[config.mk]
export PLATFORM = sky130hd
export DESIGN_NAME = uvpf_top
export DESIGN_NICKNAME = d
export VERILOG_FILES = /design/src/logic/uvpf_pkg.sv /design/src/logic/uvpf_fifo.sv /design/src/logic/uvpf_top.sv
export SDC_FILE = /design/constraint.sdc
export NUM_CORES = 1
export LEC_CHECK = 0
export BUFFER_PORTS_ARGS = -buffer_cell sky130_fd_sc_hd__buf_2
export CELL_PAD_IN_SITES_DETAIL_PLACEMENT = 0
export CELL_PAD_IN_SITES_GLOBAL_PLACEMENT = 1
export CORE_AREA = 2 2 167 169
export DETAILED_ROUTE_END_ITERATION = 8
export DIE_AREA = 0 0 169 171
export PLACE_DENSITY = 0.85
export SETUP_SLACK_MARGIN = 0.3
export SKIP_CTS_REPAIR_TIMING = 1
export SLEW_MARGIN = 20
export SYNTH_ARGS = -nofsm -noshare
export SYNTH_HDL_FRONTEND = slang
export SYNTH_SLANG_ARGS = --single-unit
[constraint.sdc]
create_clock -name clk_sys -period 4.4 [get_ports clk_sys]
set_input_delay 0.22 -clock clk_sys [delete_from_list [all_inputs] [get_ports clk_sys]]
set_output_delay 0.22 -clock clk_sys [all_outputs]
set_load 0.005 [all_outputs]
[src/logic/uvpf_pkg.sv]
// Shared constants, types and decoders of the isochronous video packet FIFO
// Summary of operation
// - Frames leave as equal packets, last one shorter
// - Zero-length packets may separate video frames
// - Slow frame rates always get zero-length packets
// - Packet size register sets full packet length
// - Prefill threshold gates start of new frame
// - Read gap counts 12 MHz cycles per byte
// - One enable switches whole FIFO on/off
// - Writes come only from transfer buffer
// - One packet read attempt per USB interval
// - No read while new frame under threshold, unless FIFO full
// - Read stops at next frame's first byte
// - Read stops when FIFO runs empty
// - Parameters arrive over the two-wire serial bus
// - Command selects register space, may reach engine
// - Data accesses use the last selected space
package uvpf_pkg;

   // Clock rates behind the read pacing
   localparam int unsigned CLK_SYS_HZ   = 100_000_000;
   localparam int unsigned READ_CLK_HZ  = 12_000_000;
   localparam int unsigned ACC_UNIT_HZ  = 1_000_000;
   // Fractional accumulator that turns clk_sys into 12 MHz ticks
   localparam logic [7:0]  ACC_STEP     = 8'(READ_CLK_HZ / ACC_UNIT_HZ);
   localparam logic [7:0]  ACC_WRAP     = 8'(CLK_SYS_HZ / ACC_UNIT_HZ);
   localparam logic [7:0]  ACC_RST      = 8'h00;

   // Buffer geometry and field widths
   localparam int unsigned FIFO_DEPTH_DEF = 16;
   localparam int unsigned DATA_W         = 8;
   localparam int unsigned LEN_W          = 11;
   localparam int unsigned GAP_W          = 8;

   // Values after reset
   localparam logic [LEN_W-1:0] PKT_SIZE_RST = 11'h100;
   localparam logic [LEN_W-1:0] OFFSET_RST   = 11'h010;
   localparam logic [GAP_W-1:0] SPACING_RST  = 8'h0A;
   localparam logic             ACTIVE_RST   = 1'b0;

   // Register indices inside the video FIFO space
   localparam logic [3:0] REG_PKT_LO  = 4'h0;
   localparam logic [3:0] REG_PKT_HI  = 4'h1;
   localparam logic [3:0] REG_OFS_LO  = 4'h2;
   localparam logic [3:0] REG_OFS_HI  = 4'h3;
   localparam logic [3:0] REG_SPACING = 4'h4;
   localparam logic [3:0] REG_ACTIVE  = 4'h5;
   localparam logic [3:0] REG_LEVEL   = 4'h6;
   localparam int unsigned HI_W       = LEN_W - DATA_W;

   // Command byte layout
   localparam int unsigned CMD_SPACE_LSB = 6;
   localparam int unsigned CMD_INDEX_LSB = 0;

   // Register spaces reachable by a command
   typedef enum logic [1:0] {
      SPACE_ENGINE = 2'b00,
      SPACE_FIFO   = 2'b01,
      SPACE_BOTH   = 2'b10,
      SPACE_NONE   = 2'b11
   } uvpf_space_t;

   // Reader states
   typedef enum logic [1:0] {
      ST_IDLE = 2'b00,
      ST_GAP  = 2'b01,
      ST_POP  = 2'b10,
      ST_END  = 2'b11
   } uvpf_state_t;

   // One buffered byte with its frame-start marker
   typedef struct packed {
      logic              frame_start;
      logic [DATA_W-1:0] data;
   } uvpf_word_t;

   // One decoded serial-bus access
   typedef struct packed {
      logic              valid;
      logic              is_data;
      logic              write;
      logic [DATA_W-1:0] wdata;
   } uvpf_cfg_req_t;

   // Space forwards to the protocol engine
   function automatic logic uvpf_to_engine(input uvpf_space_t sp);
      uvpf_to_engine = (sp == SPACE_ENGINE) || (sp == SPACE_BOTH);
   endfunction

   // Space reaches the video FIFO registers
   function automatic logic uvpf_to_fifo(input uvpf_space_t sp);
      uvpf_to_fifo = (sp == SPACE_FIFO) || (sp == SPACE_BOTH);
   endfunction

endpackage

[src/logic/uvpf_fifo.sv]
// Show-ahead FIFO with valid/ready on both sides and flush
`timescale 1ns/1ps
`default_nettype none
module uvpf_fifo #(
   parameter int unsigned WIDTH = 9,
   parameter int unsigned DEPTH = 16,
   parameter int unsigned LVL_W = $clog2(DEPTH + 1)
) (
   input  wire logic             clk_sys,
   input  wire logic             nrst,
   input  wire logic             flush,
   input  wire logic             in_valid,
   input  wire logic [WIDTH-1:0] in_data,
   output logic                  in_ready,
   output logic                  out_valid,
   output logic      [WIDTH-1:0] out_data,
   input  wire logic             out_ready,
   output logic      [LVL_W-1:0] level
);
   localparam int unsigned AW = (DEPTH > 1) ? $clog2(DEPTH) : 1;
   localparam logic [AW-1:0]    PTR_LAST = AW'(DEPTH - 1);
   localparam logic [LVL_W-1:0] LVL_FULL = LVL_W'(DEPTH);

   logic [WIDTH-1:0] mem [DEPTH];   // Storage words
   logic [AW-1:0]    wr_ptr_reg;    // Next slot to fill
   logic [AW-1:0]    rd_ptr_reg;    // Oldest word
   logic [LVL_W-1:0] count_reg;     // Words held
   logic             push;          // Accepted write
   logic             pop;           // Accepted read

   assign in_ready  = (count_reg != LVL_FULL);
   assign out_valid = (count_reg != '0);
   assign out_data  = mem[rd_ptr_reg];
   assign level     = count_reg;
   assign push      = in_valid && in_ready && !flush;
   assign pop       = out_valid && out_ready && !flush;

   // Data store, no reset needed
   always_ff @(posedge clk_sys) begin
      if (push) begin
         mem[wr_ptr_reg] <= in_data;
      end
   end

   // Pointers and count, flush empties at once
   always_ff @(posedge clk_sys or negedge nrst) begin
      if (!nrst) begin
         wr_ptr_reg <= '0;
         rd_ptr_reg <= '0;
         count_reg  <= '0;
      end else if (flush) begin
         wr_ptr_reg <= '0;
         rd_ptr_reg <= '0;
         count_reg  <= '0;
      end else begin
         if (push) begin
            wr_ptr_reg <= (wr_ptr_reg == PTR_LAST) ? '0 : wr_ptr_reg + 1'b1;
         end
         if (pop) begin
            rd_ptr_reg <= (rd_ptr_reg == PTR_LAST) ? '0 : rd_ptr_reg + 1'b1;
         end
         count_reg <= count_reg + LVL_W'(push) - LVL_W'(pop);
      end
   end
endmodule
`default_nettype wire

[src/logic/uvpf_top.sv]
// Isochronous video packet FIFO with serial-bus configuration spaces
`timescale 1ns/1ps
`default_nettype none
module uvpf_top #(
   parameter int unsigned FIFO_DEPTH = uvpf_pkg::FIFO_DEPTH_DEF,
   parameter int unsigned LVL_W      = $clog2(FIFO_DEPTH + 1)
) (
   input  wire logic                          clk_sys,
   input  wire logic                          nrst,
   // Transfer buffer write side
   input  wire logic                          wr_valid,
   input  wire logic [uvpf_pkg::DATA_W-1:0]   wr_data,
   input  wire logic                          wr_frame_start,
   output logic                               wr_ready,
   // USB interval pulse from the protocol engine
   input  wire logic                          usb_frame_tick,
   // Packet stream toward the protocol engine
   output logic                               pkt_start,
   output logic                               pkt_byte_valid,
   output logic      [uvpf_pkg::DATA_W-1:0]   pkt_byte,
   output logic                               pkt_end,
   output logic      [uvpf_pkg::LEN_W-1:0]    pkt_len,
   // Decoded serial-bus access
   input  wire uvpf_pkg::uvpf_cfg_req_t       cfg_req,
   output logic                               cfg_rvalid,
   output logic      [uvpf_pkg::DATA_W-1:0]   cfg_rdata,
   // Accesses forwarded to the protocol engine
   output logic                               eng_cmd_valid,
   output logic                               eng_data_valid,
   output logic                               eng_data_write,
   output logic      [uvpf_pkg::DATA_W-1:0]   eng_data
);
   localparam int unsigned DW = uvpf_pkg::DATA_W;
   localparam int unsigned LW = uvpf_pkg::LEN_W;
   localparam int unsigned GW = uvpf_pkg::GAP_W;
   localparam logic [LVL_W-1:0] LVL_FULL = LVL_W'(FIFO_DEPTH);
   localparam logic [LW-1:0]    LEN_MAX  = '1;
   localparam int unsigned      HI_W_M1  = uvpf_pkg::HI_W - 1;

   // Configuration state
   logic [LW-1:0]           pkt_size_reg;     // Full packet length
   logic [LW-1:0]           offset_reg;       // Prefill threshold
   logic [GW-1:0]           spacing_reg;      // 12 MHz cycles between reads
   logic                    active_reg;       // FIFO enable
   uvpf_pkg::uvpf_space_t   space_reg;        // Space of last command
   logic [3:0]              index_reg;        // Register pointer in space
   logic [DW-1:0]           cmd_byte_reg;     // Last command byte
   // Reader state
   uvpf_pkg::uvpf_state_t   state_reg;        // Reader state
   logic [LW-1:0]           byte_cnt_reg;     // Bytes sent in packet
   logic [GW-1:0]           gap_cnt_reg;      // Ticks waited
   logic                    last_full_reg;    // Previous packet was full
   logic [7:0]              acc_reg;          // Tick accumulator
   logic                    tick12_reg;       // 12 MHz tick pulse
   // Write-side tracking
   logic [LVL_W-1:0]        starts_reg;       // Frame starts held
   logic [LW-1:0]           frame_wr_cnt_reg; // Bytes written in newest frame
   logic                    wr_ready_reg;     // Registered write ready
   // Output registers
   logic                    pkt_start_reg;
   logic                    pkt_byte_valid_reg;
   logic [DW-1:0]           pkt_byte_reg;
   logic                    pkt_end_reg;
   logic [LW-1:0]           pkt_len_reg;
   logic                    cfg_rvalid_reg;
   logic [DW-1:0]           cfg_rdata_reg;
   logic                    eng_cmd_valid_reg;
   logic                    eng_data_valid_reg;
   logic                    eng_data_write_reg;
   logic [DW-1:0]           eng_data_reg;
   // FIFO wiring
   uvpf_pkg::uvpf_word_t    in_word;          // Marked write word
   uvpf_pkg::uvpf_word_t    head;             // Oldest buffered word
   logic                    fifo_in_ready;    // FIFO has room
   logic                    fifo_out_valid;   // FIFO not empty
   logic [LVL_W-1:0]        level;            // Words held
   logic [LVL_W-1:0]        lvl_next;         // Level after this cycle
   logic                    push;             // Byte accepted
   logic                    pop;              // Byte sent
   logic                    prefill_block;    // New frame still too short
   logic                    boundary;         // Head opens another frame
   logic                    zlp_now;          // Interval gets empty packet
   logic [LW-1:0]           byte_cnt_inc;     // Count after a pop
   logic                    data_acc;         // Data-address access
   logic                    fifo_acc;         // Data access to FIFO space

   assign in_word.frame_start = wr_frame_start;
   assign in_word.data        = wr_data;

   assign push = wr_valid && wr_ready_reg && fifo_in_ready && active_reg;

   assign boundary = head.frame_start && (byte_cnt_reg != '0);

   assign pop = (state_reg == uvpf_pkg::ST_POP) && active_reg && fifo_out_valid && !boundary;

   assign lvl_next     = level + LVL_W'(push) - LVL_W'(pop);
   assign byte_cnt_inc = byte_cnt_reg + 1'b1;

   // hold a young frame, unless full
   assign prefill_block = head.frame_start && (starts_reg == LVL_W'(1))
                          && (frame_wr_cnt_reg < offset_reg) && (level != LVL_FULL);

   // empty packet when nothing to send, or to close a full-ending frame
   assign zlp_now = !active_reg || !fifo_out_valid || prefill_block
                    || (pkt_size_reg == '0) || (last_full_reg && head.frame_start);

   assign data_acc = cfg_req.valid && cfg_req.is_data;
   assign fifo_acc = data_acc && uvpf_pkg::uvpf_to_fifo(space_reg);

   // Byte buffer between transfer buffer and reader
   uvpf_fifo #(
      .WIDTH ($bits(uvpf_pkg::uvpf_word_t)),
      .DEPTH (FIFO_DEPTH),
      .LVL_W (LVL_W)
   ) u_fifo (
      .clk_sys   (clk_sys),
      .nrst      (nrst),
      .flush     (!active_reg),
      .in_valid  (wr_valid && wr_ready_reg && active_reg),
      .in_data   (in_word),
      .in_ready  (fifo_in_ready),
      .out_valid (fifo_out_valid),
      .out_data  (head),
      .out_ready (pop),
      .level     (level)
   );

   // Write ready follows level after this cycle
   always_ff @(posedge clk_sys or negedge nrst) begin
      if (!nrst) begin
         wr_ready_reg <= 1'b0;
      end else begin
         wr_ready_reg <= (lvl_next != LVL_FULL) || !active_reg;
      end
   end

   always_ff @(posedge clk_sys or negedge nrst) begin
      if (!nrst) begin
         starts_reg       <= '0;
         frame_wr_cnt_reg <= '0;
      end else if (!active_reg) begin
         starts_reg       <= '0;
         frame_wr_cnt_reg <= '0;
      end else begin
         // Frame starts held in the buffer
         starts_reg <= starts_reg + LVL_W'(push && wr_frame_start)
                       - LVL_W'(pop && head.frame_start);
         if (push && wr_frame_start) begin
            frame_wr_cnt_reg <= LW'(1);
         end else if (push && (frame_wr_cnt_reg != LEN_MAX)) begin
            frame_wr_cnt_reg <= frame_wr_cnt_reg + 1'b1;
         end
      end
   end

   always_ff @(posedge clk_sys or negedge nrst) begin
      if (!nrst) begin
         acc_reg    <= uvpf_pkg::ACC_RST;
         tick12_reg <= 1'b0;
      end else if (acc_reg >= uvpf_pkg::ACC_WRAP - uvpf_pkg::ACC_STEP) begin
         acc_reg    <= acc_reg + uvpf_pkg::ACC_STEP - uvpf_pkg::ACC_WRAP;
         tick12_reg <= 1'b1;
      end else begin
         acc_reg    <= acc_reg + uvpf_pkg::ACC_STEP;
         tick12_reg <= 1'b0;
      end
   end

   // Reader sequencing and counters
   always_ff @(posedge clk_sys or negedge nrst) begin
      if (!nrst) begin
         state_reg     <= uvpf_pkg::ST_IDLE;
         byte_cnt_reg  <= '0;
         gap_cnt_reg   <= '0;
         last_full_reg <= 1'b0;
      end else begin
         case (state_reg)
            uvpf_pkg::ST_IDLE: begin
               if (usb_frame_tick) begin
                  byte_cnt_reg <= '0;
                  gap_cnt_reg  <= '0;
                  // empty packet also closes a full-ending frame
                  if (zlp_now) begin
                     state_reg     <= uvpf_pkg::ST_END;
                     last_full_reg <= 1'b0;
                  end else begin
                     state_reg <= uvpf_pkg::ST_GAP;
                  end
               end
            end
            uvpf_pkg::ST_GAP: begin
               if (!active_reg) begin
                  state_reg <= uvpf_pkg::ST_END;
               end else if (tick12_reg) begin
                  if (gap_cnt_reg >= spacing_reg) begin
                     state_reg <= uvpf_pkg::ST_POP;
                  end else begin
                     gap_cnt_reg <= gap_cnt_reg + 1'b1;
                  end
               end
            end
            // stop at full size or short
            uvpf_pkg::ST_POP: begin
               if (!pop) begin
                  state_reg     <= uvpf_pkg::ST_END;
                  last_full_reg <= 1'b0;
               end else if (byte_cnt_inc == pkt_size_reg) begin
                  byte_cnt_reg  <= byte_cnt_inc;
                  last_full_reg <= 1'b1;
                  state_reg     <= uvpf_pkg::ST_END;
               end else begin
                  byte_cnt_reg <= byte_cnt_inc;
                  gap_cnt_reg  <= '0;
                  state_reg    <= uvpf_pkg::ST_GAP;
               end
            end
            uvpf_pkg::ST_END: begin
               state_reg <= uvpf_pkg::ST_IDLE;
            end
            default: begin
               state_reg <= uvpf_pkg::ST_IDLE;
            end
         endcase
      end
   end

   always_ff @(posedge clk_sys or negedge nrst) begin
      if (!nrst) begin
         pkt_start_reg      <= 1'b0;
         pkt_byte_valid_reg <= 1'b0;
         pkt_byte_reg       <= '0;
         pkt_end_reg        <= 1'b0;
         pkt_len_reg        <= '0;
      end else begin
         pkt_start_reg      <= (state_reg == uvpf_pkg::ST_IDLE) && usb_frame_tick;
         pkt_byte_valid_reg <= pop;
         pkt_end_reg        <= (state_reg == uvpf_pkg::ST_END);
         // Data byte sent
         if (pop) begin
            pkt_byte_reg <= head.data;
         end
         // Length reported with the end pulse
         if (state_reg == uvpf_pkg::ST_END) begin
            pkt_len_reg <= byte_cnt_reg;
         end
      end
   end

   always_ff @(posedge clk_sys or negedge nrst) begin
      if (!nrst) begin
         space_reg    <= uvpf_pkg::SPACE_NONE;
         index_reg    <= '0;
         cmd_byte_reg <= '0;
      end else if (cfg_req.valid && !cfg_req.is_data && cfg_req.write) begin
         space_reg    <= uvpf_pkg::uvpf_space_t'(cfg_req.wdata[uvpf_pkg::CMD_SPACE_LSB +: 2]);
         index_reg    <= cfg_req.wdata[uvpf_pkg::CMD_INDEX_LSB +: 4];
         cmd_byte_reg <= cfg_req.wdata;
      end else if (fifo_acc) begin
         index_reg <= index_reg + 1'b1;
      end
   end

   always_ff @(posedge clk_sys or negedge nrst) begin
      if (!nrst) begin
         pkt_size_reg <= uvpf_pkg::PKT_SIZE_RST;
         offset_reg   <= uvpf_pkg::OFFSET_RST;
         spacing_reg  <= uvpf_pkg::SPACING_RST;
         active_reg   <= uvpf_pkg::ACTIVE_RST;
      end else if (fifo_acc && cfg_req.write) begin
         case (index_reg)
            uvpf_pkg::REG_PKT_LO:  pkt_size_reg[DW-1:0]  <= cfg_req.wdata;
            uvpf_pkg::REG_PKT_HI:  pkt_size_reg[LW-1:DW] <= cfg_req.wdata[HI_W_M1:0];
            uvpf_pkg::REG_OFS_LO:  offset_reg[DW-1:0]    <= cfg_req.wdata;
            uvpf_pkg::REG_OFS_HI:  offset_reg[LW-1:DW]   <= cfg_req.wdata[HI_W_M1:0];
            uvpf_pkg::REG_SPACING: spacing_reg           <= cfg_req.wdata;
            uvpf_pkg::REG_ACTIVE:  active_reg            <= cfg_req.wdata[0];
            default: begin
            end
         endcase
      end
   end

   always_ff @(posedge clk_sys or negedge nrst) begin
      if (!nrst) begin
         cfg_rvalid_reg <= 1'b0;
         cfg_rdata_reg  <= '0;
      end else begin
         cfg_rvalid_reg <= cfg_req.valid && !cfg_req.write;
         if (cfg_req.valid && !cfg_req.write) begin
            if (!cfg_req.is_data) begin
               cfg_rdata_reg <= cmd_byte_reg;
            end else if (uvpf_pkg::uvpf_to_fifo(space_reg)) begin
               case (index_reg)
                  uvpf_pkg::REG_PKT_LO:  cfg_rdata_reg <= pkt_size_reg[DW-1:0];
                  uvpf_pkg::REG_PKT_HI:  cfg_rdata_reg <= DW'(pkt_size_reg[LW-1:DW]);
                  uvpf_pkg::REG_OFS_LO:  cfg_rdata_reg <= offset_reg[DW-1:0];
                  uvpf_pkg::REG_OFS_HI:  cfg_rdata_reg <= DW'(offset_reg[LW-1:DW]);
                  uvpf_pkg::REG_SPACING: cfg_rdata_reg <= spacing_reg;
                  uvpf_pkg::REG_ACTIVE:  cfg_rdata_reg <= DW'(active_reg);
                  uvpf_pkg::REG_LEVEL:   cfg_rdata_reg <= DW'(level);
                  default:               cfg_rdata_reg <= '0;
               endcase
            end else begin
               // Engine-only and SPACE_NONE spaces answer zero here
               cfg_rdata_reg <= '0;
            end
         end
      end
   end

   always_ff @(posedge clk_sys or negedge nrst) begin
      if (!nrst) begin
         eng_cmd_valid_reg  <= 1'b0;
         eng_data_valid_reg <= 1'b0;
         eng_data_write_reg <= 1'b0;
         eng_data_reg       <= '0;
      end else begin
         eng_cmd_valid_reg <= cfg_req.valid && !cfg_req.is_data && cfg_req.write
                              && uvpf_pkg::uvpf_to_engine(uvpf_pkg::uvpf_space_t'(
                                 cfg_req.wdata[uvpf_pkg::CMD_SPACE_LSB +: 2]));
         eng_data_valid_reg <= data_acc && uvpf_pkg::uvpf_to_engine(space_reg);
         if (cfg_req.valid) begin
            eng_data_write_reg <= cfg_req.write;
            eng_data_reg       <= cfg_req.wdata;
         end
      end
   end

   // Outputs straight from registers
   assign wr_ready       = wr_ready_reg;
   assign pkt_start      = pkt_start_reg;
   assign pkt_byte_valid = pkt_byte_valid_reg;
   assign pkt_byte       = pkt_byte_reg;
   assign pkt_end        = pkt_end_reg;
   assign pkt_len        = pkt_len_reg;
   assign cfg_rvalid     = cfg_rvalid_reg;
   assign cfg_rdata      = cfg_rdata_reg;
   assign eng_cmd_valid  = eng_cmd_valid_reg;
   assign eng_data_valid = eng_data_valid_reg;
   assign eng_data_write = eng_data_write_reg;
   assign eng_data       = eng_data_reg;
endmodule
`default_nettype wire

======== Yosys cells after proc, flatten, opt, wreduce, memory -nomap -nowiden ========
Memory sizes are Yosys's and may differ from the RTL's.
Cells that the tools add are included.
word-level totals
  bits in registers ....................... 148
  input bits .............................. 24
  output and inout bits ................... 43
  memory bits (writable) .................. 144
  logic and storage cells ................. 186
  memories ................................ 1
operators by class
  multiplexer cells ....................... 43
  $add $sub $neg .......................... 14
  reductions and logical operators ........ 61
  $lt $le $gt $ge ......................... 3
  equality and inequality tests ........... 32
memory list
  memory      words  bits a word  rd ports  clocked after Yosys merged registers in  wr ports  RTL line         text
  u_fifo.mem  16     9            1         0                                        1         uvpf_fifo.sv:24  logic [WIDTH-1:0] mem [DEPTH];
operators by type and width
  kind                     count
  $mux W8                  9
  $pmux W8 S7              1
  $mux W11                 5
  $mux W4                  8
  $logic_and A1 B1 Y1      28
  $pmux W8 S3              1
  $add A11 B1 Y11 const B  2
  $pmux W11 S2             1
  $add A5 B1 Y5            3
  $sub A5 B1 Y5            3
  $mux W2                  7
  $ne A2 B2 Y1 const B     7
  $add A4 B1 Y4 const B    3
  $eq A4 B3 Y1 const B     3
  $reduce_and A2 Y1        6
  $eq A11 B11 Y1           1
  $logic_not A11 Y1        1
  $lt A11 B11 Y1           1
  $ne A11 B11 Y1 const B   1
  $reduce_bool A11 Y1      1
  $mux W5                  2
  $ne A5 B5 Y1 const B     2
  $add A8 B1 Y8 const B    1
  $add A8 B4 Y8 const B    1
  26 further kinds         55

======== Depth between registers and ports, before layout ========
Gate-level depths: netlist of the first run.
  word-level depth ........................ 10
  mapped depth ............................ 21
  gate-level depth less buffers ........... 18

======== Modules after synthesis ========
Synthesis of the first run repeated with hierarchy kept, for this count alone.
unflattened totals
  cells, all modules ...................... 1,138
  area total of the unflattened synthesis .. 13,902.1 um2
by module, submodules not included
  module     area an instance (um2)  cells each  instances  sequential area each (um2)
  uvpf_top   7,342.0                 769         1          3,335.7
  uvpf_fifo  6,560.0                 369         1          4,649.5

======== Worst setup path before layout of the first run ========
Ideal clock, no wire load.
  kind .................................... flip-flop to flip-flop
  start ................................... register u_fifo.rd_ptr_reg[0]
  end ..................................... register starts_reg[4]
  library setup time ...................... 0.078 ns
  clock period less this slack ............ 3.588 ns
  slack ................................... 0.812 ns
  buffers on the path ..................... 4
  stages on the path, launching flop included .. 19
  data required time ...................... 4.322 ns
  arrival ................................. 3.510 ns
  cell sequence ........................... dfrtp_1 -> buf_6 -> buf_8 -> mux4_2 -> mux2i_1 -> mux2_4 -> o21ai_4 -> or2_1 -> buf_6 -> buf_2 -> nor2_1 -> ha_1 -> inv_1 -> ha_1 -> fa_1 -> a21oi_1 -> nor2_1 -> or3_1 -> a21oi_1
on the way
  longest elaborated chain between the ends .. 7
RTL lines
  element                   RTL line         text
  start: declaration        uvpf_fifo.sv:26  logic [AW-1:0] rd_ptr_reg;
  start signal: assignment  uvpf_fifo.sv:60  rd_ptr_reg <= (rd_ptr_reg == PTR_LAST) ? '0 : rd_ptr_reg + 1'b1;
  $mem_v2 Z16 W9 (*)        n/a
  $logic_and A1 B1 Y1       uvpf_top.sv:92   assign boundary = head.frame_start && (byte_cnt_reg != '0);
  $logic_not A1 Y1          uvpf_top.sv:94   assign pop = (state_reg == uvpf_pkg::ST_POP) && active_reg && fifo_out_valid && !boundary;
  $logic_and A1 B1 Y1       uvpf_top.sv:94
  $logic_and A1 B1 Y1 (*)   uvpf_top.sv:147  - LVL_W'(pop && head.frame_start);
  $sub A5 B1 Y5 (*)         uvpf_top.sv:147
  $mux W5 (*)               uvpf_top.sv:141  end else if (!active_reg) begin
  end signal: assignment    uvpf_top.sv:146  starts_reg <= starts_reg + LVL_W'(push && wr_frame_start)
  end: declaration          uvpf_top.sv:56   logic [LVL_W-1:0] starts_reg;
Every way passes the cells marked *; elsewhere a longest branch is shown, timed or not.
A chain may end at the register's enable or synchronous reset.

======== Final worst setup path of the first run ========
  start ................................... register u_fifo.rd_ptr_reg[0]
  end ..................................... register u_fifo.count_reg[4] (netlist: u_fifo.level[4])
on the way
  longest elaborated chain between the ends .. 8
RTL lines
  element                           RTL line         text
  $mem_v2 Z16 W9                    n/a
  $logic_and A1 B1 Y1               uvpf_top.sv:92
  $logic_not A1 Y1                  uvpf_top.sv:94
  $logic_and A1 B1 Y1               uvpf_top.sv:94
  $logic_and A1 B1 Y1 (2 in a row)  uvpf_fifo.sv:36  assign pop = out_valid && out_ready && !flush;
  $sub A5 B1 Y5                     uvpf_fifo.sv:62  count_reg <= count_reg + LVL_W'(push) - LVL_W'(pop);
  $mux W5                           uvpf_fifo.sv:51  end else if (flush) begin
  end signal: assignment            uvpf_fifo.sv:62
  end: declaration                  uvpf_fifo.sv:27  logic [LVL_W-1:0] count_reg;
Every way passes these cells.

==> results of run 1 <==
through the flow:
step                hold slack, ps  util (%)
finish                       -8.05      56.5
global route                  6.46      56.5
CTS                           -284      56.3
detailed placement             322      52.3
global placement               315      52.3
floorplan                    -75.6         -
Yosys cell counts, types with 7 or more instances:
master     instances
a21o_1            14
a21oi_1           46
a31oi_1            7
and2_1             8
and3_1             9
clkbuf_1          33
dfrtp_1          140
edfxtp_1         144
ha_1              51
inv_1             58
mux2_2            35
mux4_1             7
mux4_2            37
nand2_1          128
nand2b_1           7
nand3_1           24
nand4_1           12
nor2_1            47
nor2b_1           19
nor3_1            19
nor4_1             7
o21ai_0           46
o2bb2ai_1          7
o31ai_1            7
xnor2_1           21
xor2_1            17
worst max-delay path, cell delays in order (launching register included):
cell and delay (ps):
dfrtp_2 450, mux4_1 590, mux2i_1 150, mux2_4 210, o21ai_4 110, or2_1 350, inv_4 230, ha_1 270
inv_1 60, ha_1 170, inv_1 60, fa_1 400, inv_1 70, a21oi_1 60, nor2_1 100, nor2_1 50
xor2_1 130, nor2_1 50
kinds of logic after synthesis:
group                      synth area share, %
DFF                                       58.9
adders and majority gates                 5.15
buffers and inverters                     3.32
muxes                                     10.9
and+or+nand+nor                           11.1
xor gates and xnor gates                  2.46
AOI/OAI and AO/OA                         8.18
cell type report:
| cell class | count | area [um^2] |
|---|---|---|
| repair buffers | 93 | 554 |
| flip-flops and latches | 290 | 7990 |
| multi-input cells | 660 | 5140 |
| clock inverters | 17 | 255 |
| fillers | 2184 | 11900 |
| well taps | 346 | 433 |
| inverters | 59 | 224 |
| clock buffers | 41 | 853 |
where the power goes:
group	total, W	switching [W]	internal (W)
sequential	0.00341	0.000285	0.00312
combinational	0.00116	0.000658	0.000505
clock	0.00276	0.00109	0.00167
layer usage:
layer	GRT usage, %	vias to the layer above
met4	7.66	2
met3	2.98	73
met2	36.5	244
li1	-	4024
met5	0	-
met1	27.2	4251
how the worst max path moves through the flow:
stage               cells after the start               to                 start
detailed placement                     15    starts_reg[4]       byte_cnt_reg[0]
floorplan                              18    starts_reg[4]  u_fifo.rd_ptr_reg[0]
global route                           17  u_fifo.level[4]  u_fifo.rd_ptr_reg[0]
global placement                       15    starts_reg[4]       byte_cnt_reg[0]
CTS                                    17  u_fifo.level[4]  u_fifo.rd_ptr_reg[0]
finish                                 17  u_fifo.level[4]  u_fifo.rd_ptr_reg[0]
==> metrics.log, run 1 <==
INFO  metric grt_use_total = 21.0%
INFO  metric largest_register_ff_count = 144
INFO  metric seq_area_frac_synth = 58.9%
INFO  metric power.density_cell_area = 474 nW/um^2
INFO  metric post_synth_inst_count = 1057
INFO  metric core_region_area = 27300 um^2
INFO  metric arrival_time_worst_endpoint = 4090 ps
INFO  metric fin_hold_ws = -8.05 ps
INFO  metric yosys_warnings = 0
INFO  metric clock_tree.root_cell = clkbuf_16
INFO  metric grt_antenna_before_repair = 1
INFO  metric critical_path.startpoint_type = flop
INFO  metric syn-num-nets = 1135
INFO  metric maxSlewViolCount = 0
INFO  metric crit-reg2reg-capture = u_fifo.level[4]
INFO  metric cap_viol_max_count = 0
INFO  metric status = finished, violations left
INFO  metric floorplan.initialDensity = 49.6%
INFO  metric met2WireLength = 14600 um
INFO  metric setup_violations = 0
INFO  metric failed_checks = hold timing
INFO  metric hold-path-cell-count = 3
INFO  metric synth_flop_cell = edfxtp_1
INFO  metric vertical_extent_of_the_die = 171 um
INFO  metric final_nets = 1213
INFO  metric critical_path.max_fanout = 16
INFO  metric clock_tree.htree_level_count = 1
INFO  metric rr_worst_depth = 17
INFO  metric finish.instance_area = 15400 um^2
INFO  metric die_area = 28900 um^2
INFO  metric synth.area.top_cells = edfxtp_1, dfrtp_1, mux4_2
INFO  metric critical_path.reg2reg.startpoint = u_fifo.rd_ptr_reg[0]
INFO  metric portBuffers = 66
INFO  metric timing.final.hold_violations = 1
INFO  metric skew = 13.1 ps
INFO  metric most_used_cells_in_the_layout_excluding_fill_and_tap_cells = edfxtp_1, dfrtp_1, nand2_1
INFO  metric synth-async-reset-ratio = 50.3%
INFO  metric unrepaired_setup_endpoints_after_global_routing = no
INFO  metric final.period_utilization = 83.3%
INFO  metric power.static_leakage = 6.25 nW
INFO  metric yosysTopAreaCellShare = 31.9%
INFO  metric insertion_delay = 570 ps
INFO  metric synth_cell_type_count = 70
INFO  metric vias = 8594
INFO  metric postLayoutSetupSlackWorst = 734 ps
INFO  metric postSynthAreaPerCell = 12.8 um^2
INFO  metric hp-class = in -> reg
INFO  metric power.ir.vdd_worst = 0.000360 V
INFO  metric wl_met3 = 1290 um
INFO  metric grt_pass1_wl = 46700 um
INFO  metric synth_enable_flop_cells = 144
INFO  metric via_per_instance_ratio = 5.71
INFO  metric hpwl = 19900 um
INFO  metric cts_inserted_buffers = 31
INFO  metric routabilityCongestion = 0.809
INFO  metric firstDrtPassIters = 6
INFO  metric routed.top_layer = met5
INFO  metric critPathRequiredTime = 4820 ps
INFO  metric worst_slew_pin_slew = 957 ps
INFO  metric final_cell_count_without_fillers = 1506
INFO  metric kind_of_capture_point_of_the_worst_setup_path = flop
INFO  metric antenna_diodes = 0
INFO  metric cts_buffer_depth = 3
INFO  metric synthDominantAreaCellType = edfxtp_1
INFO  metric number_of_top_level_pins = 67
INFO  metric yosys_register_bits = 290
INFO  metric timing_worst_setup_path_type = reg -> reg
INFO  metric drt_first_iter_violations = 568
INFO  metric synth_area = 13600 um^2
INFO  metric mostFrequentLayoutCell = edfxtp_1
INFO  metric finalWorstPathRequiredPeriod = 3670 ps
INFO  metric grt_start_max_net_pins = 77
INFO  metric finalSetupTns = 0 ps
INFO  metric placement_rows = 61
INFO  metric postRouteWirelength = 29600 um
INFO  metric die_width = 169 um
INFO  metric post_route_cells_drive_above_1_share = 20.0%
INFO  metric grt_pass1_vias = 8468
INFO  metric flow.area_growth_from_synthesis = 14.0%
INFO  metric drt.antenna.violating_nets = 0
INFO  metric achievable-frequency = 273 MHz
INFO  metric min_to = eng_data_write
INFO  metric gr-total-overflow = 0
INFO  metric hp_start = cfg_req[8]
INFO  metric place.detailed.instances = 1442
INFO  metric detailed_place.area = 14300 um^2
INFO  metric timing.slew.headroom = 35.8%
INFO  metric largest_register = u_fifo.mem
INFO  metric r2r_setup_slack = 730 ps
INFO  metric met1Wirelength = 12600 um
INFO  metric power_total = 0.00733 W
INFO  metric tritoncts_num_sinks = 290
INFO  metric pre_cts_slack = 769 ps
INFO  metric worst_setup_hold_path_clk_slew = 60 ps
INFO  metric drc = 0
INFO  metric route.detailed.wl_per_inst = 19.7 um
INFO  metric cts_tree = built
Power figures use the tool's default switching activity.
==> run 2: changes to the inputs <==
--- a/config.mk
+++ b/config.mk
@@ -5,13 +5,14 @@
 export SDC_FILE = /design/constraint.sdc
 export NUM_CORES = 1
 export LEC_CHECK = 0
+export ABC_AREA = 1
 export BUFFER_PORTS_ARGS = -buffer_cell sky130_fd_sc_hd__buf_2
 export CELL_PAD_IN_SITES_DETAIL_PLACEMENT = 0
 export CELL_PAD_IN_SITES_GLOBAL_PLACEMENT = 1
-export CORE_AREA = 2 2 167 169
+export CORE_AREA = 2 2 179 181
 export DETAILED_ROUTE_END_ITERATION = 8
-export DIE_AREA = 0 0 169 171
-export PLACE_DENSITY = 0.85
+export DIE_AREA = 0 0 181 183
+export PLACE_DENSITY = 0.82
 export SETUP_SLACK_MARGIN = 0.3
 export SKIP_CTS_REPAIR_TIMING = 1
 export SLEW_MARGIN = 20
==> constraint.sdc (replaced) <==
create_clock -name clk_sys -period 3.3 [get_ports clk_sys]
set_input_delay 0.165 -clock clk_sys [delete_from_list [all_inputs] [get_ports clk_sys]]
set_output_delay 0.165 -clock clk_sys [all_outputs]
set_load 0.005 [all_outputs]
==> run 2 against run 1 <==
The flow still finishes with violations (hold timing); cell area increased by 3.0%; non-clock buffer count increased by 36; sequential share of layout area decreased by 1.5 points; register-to-register slack got worse by 360 ps; cell count increased by 28%; clock-buffer cell count decreased by 1; clock skew increased by 1.3 ps; largest cell class unchanged; combinational power increased by 52%; sequential power increased by 28%.
==> metrics.log, run 2 <==
INFO  metric setup_violations = 0
INFO  metric die_area = 33100 um^2
INFO  metric portBuffers = 66
INFO  metric synth_area = 13600 um^2
INFO  metric timing.final.hold_violations = 4
INFO  metric fin_hold_ws = -20.7 ps
INFO  metric worst_slew_pin_slew = 614 ps
INFO  metric mostFrequentLayoutCell = nand2_1
INFO  metric post-synth-top-count-cell = nand2_1
INFO  metric floorplan.initialDensity = 43.6%
INFO  metric critPathRequiredTime = 3740 ps
INFO  metric seq_area_frac_synth = 58.6%
INFO  metric synth_enable_flop_cells = 144
INFO  metric synth-async-reset-ratio = 50.3%
INFO  metric arrival_time_worst_endpoint = 3370 ps
INFO  metric synth_common_cells = nand2_1, nor2_1, o21ai_0
INFO  metric cts_tree = built
INFO  metric worst_path_max_delay_cell = dfrtp_2
INFO  metric cp_slowest_stage_delay = 460 ps
INFO  metric grt_use_total = 20.0%
INFO  metric synthDominantAreaCellType = edfxtp_1
INFO  metric worst_setup_hold_path_clk_slew = 70 ps
INFO  metric crit_startpoint = u_fifo.rd_ptr_reg[0]
INFO  metric synth_cell_type_count = 47
INFO  metric yosysTopAreaCellShare = 31.7%
INFO  metric post_route_cells_drive_above_1_share = 15.2%
INFO  metric achievable-frequency = 341 MHz
INFO  metric via_per_instance_ratio = 5.34
INFO  metric worst-path-buf-inv = 5
INFO  metric failed_checks = hold timing
INFO  metric worst_path_most_repeated_cell = nor2_1
INFO  metric hp_start = cfg_req[5]
INFO  metric grt_start_max_net_pins = 63
INFO  metric power.ir.vdd_worst = 0.000398 V
INFO  metric post_synth_inst_count = 1386
INFO  metric finalWorstPathRequiredPeriod = 2930 ps
INFO  metric die_width = 181 um
INFO  metric antenna_diodes = 0
INFO  metric placement_rows = 65
INFO  metric yosys_warnings = 0
INFO  metric final.period_utilization = 88.8%
INFO  metric rr_worst_depth = 23
INFO  metric drt_first_iter_violations = 795
INFO  metric crit-reg2reg-capture = starts_reg[4]
INFO  metric synth.area.top_cells = edfxtp_1, dfrtp_1, nand2_1
INFO  metric hpwl = 23100 um
INFO  metric grt_antenna_before_repair = 0
INFO  metric final.fill_count = 2871
INFO  metric r2r_setup_slack = 370 ps
INFO  metric cts_inserted_buffers = 31
INFO  metric timing.slew.headroom = 59.1%
INFO  metric crit_family = simple AND/OR/NAND/NOR gates
INFO  metric critical_path.startpoint_type = flop
INFO  metric flow.area_growth_from_synthesis = 16.8%
INFO  metric timing_worst_setup_path_type = reg -> reg
INFO  metric number_of_top_level_pins = 67
INFO  metric finalSetupTns = 0 ps
INFO  metric tritoncts_num_sinks = 290
INFO  metric syn-num-nets = 1464
INFO  metric vias = 10300
INFO  metric grt_pass1_vias = 9877
INFO  metric status = finished, violations left
INFO  metric final_nets = 1582
INFO  metric synth_flop_cell = edfxtp_1
INFO  metric power.density_cell_area = 602 nW/um^2
INFO  metric drc = 0
INFO  metric cap_viol_max_count = 0
INFO  metric postRouteWirelength = 33300 um
INFO  metric most_used_cells_in_the_layout_excluding_fill_and_tap_cells = nand2_1, nor2_1, edfxtp_1
INFO  metric core_region_area = 31200 um^2
INFO  metric grt_pass1_wl = 53100 um
INFO  metric route.detailed.wl_per_inst = 17.3 um
INFO  metric yosys_register_bits = 290
INFO  metric cts_buffer_depth = 3
INFO  metric postSynthAreaPerCell = 9.83 um^2
INFO  metric power_total = 0.00958 W
INFO  metric largest_register_ff_count = 144
INFO  metric kind_of_capture_point_of_the_worst_setup_path = flop
INFO  metric drt.antenna.violating_nets = 0
INFO  metric gr-total-overflow = 0
INFO  metric clock_tree.root_cell = clkbuf_16
INFO  metric maxSlewViolCount = 0
INFO  metric insertion_delay = 560 ps
INFO  metric routabilityCongestion = 0.819
INFO  metric skew = 14.4 ps
INFO  metric hp-class = in -> reg
INFO  metric critical_path.max_fanout = 7
INFO  metric unrepaired_setup_endpoints_after_global_routing = yes
INFO  metric largest_register = u_fifo.mem
INFO  metric crit_path_cell_trace = buf_6 > nor2_1 > nor2_1 > o21ai_1 > nand2_1 > nand2_1 > nand2_1 > inv_2 > nand2_4 > a21oi_4 > nand2_2 > inv_2 > ha_4 > inv_2 > ha_4 > fa_2 > nand2_1 > inv_1 > nor2_1 > nor2_1 > nor2_1 > xor2_1 > nor2_1
INFO  metric power.static_leakage = 6.68 nW
INFO  metric hold-path-cell-count = 3
INFO  metric critical_path.reg2reg.startpoint = u_fifo.rd_ptr_reg[0]
INFO  metric clock_tree.htree_level_count = 1
INFO  metric min_to = cmd_byte_reg[5]
INFO  metric vertical_extent_of_the_die = 183 um
INFO  metric firstDrtPassIters = 5
-- run 2: changes by cell type after synthesis, sizes merged, moves of 11 or more --
cell / change
nand2: +135
o21ai: +118
nor2: +116
inv: +82
mux4: -44
nand3: +42
mux2: -36
o22ai: +24
nand4: +21
o221ai: +20
nor2b: -19
a21o: -13
xnor2: -11
-- run 2: how the worst max path moves through the flow --
stage / end / cells past startpoint / slack, ps
finish: starts_reg[4] / 23 / 370
global route: starts_reg[4] / 23 / 180
CTS: starts_reg[4] / 19 / 160
detailed placement: starts_reg[4] / 19 / 190
global placement: starts_reg[4] / 19 / 270
floorplan: starts_reg[4] / 20 / 430
-- run 2: cells by family after synthesis --
group	after synthesis	synth area share, %
DFF	290	58.6
adders and majority gates	54	5.12
xor gates and xnor gates	25	1.61
and+or+nand+nor	548	17.6
AOI/OAI and AO/OA	281	11.7
buffers and inverters	188	5.43
-- run 2: power breakdown --
part           total (W)  switching [W]  internal, W
clock network    0.00346        0.00143      0.00203
logic            0.00176        0.00116     0.000596
registers        0.00436       0.000257      0.00410
total            0.00958        0.00285      0.00672
-- run 2: metrics by stage --
stage	area, um^2	setup WS (ps)	std cells	hold slack [ps]	utilization (%)
final	15900	371	1931	-20.7	50.9
after global routing	15900	177	1931	0.146	50.9
after CTS	15600	161	1907	-392	49.9
after detailed placement	14600	185	1849	204	46.7
after global placement	14600	269	1849	205	46.7
after floorplan	13600	426	1386	-131	-
-- run 2: worst reg2reg max path, delay by kind of cell, from the launching register on --
family | cells | cell delay, ps
buffers and inverters | 5 | 360
and+or+nand+nor | 12 | 930
xor gates and xnor gates | 1 | 180
DFF | 1 | 460
AOI/OAI and AO/OA | 2 | 150
adders and majority gates | 3 | 750
-- run 2: metal layers --
layer	global-route usage (%)	part of all wire (%)
met1	29.4	48
met2	31.2	45
met3	2.88	5.3
met4	5.40	2.1
met5	0	0
-- run 2: area by class of cell --
cell class | count | area (um^2) | share of cell area [%]
well taps | 402 | 503 | 3.16
clock inverters | 18 | 183 | 1.15
repair buffers | 129 | 860 | 5.40
multi-input cells | 908 | 5000 | 31.4
flip-flops and latches | 290 | 7990 | 50.2
clock buffers | 40 | 840 | 5.28
inverters | 144 | 543 | 3.41
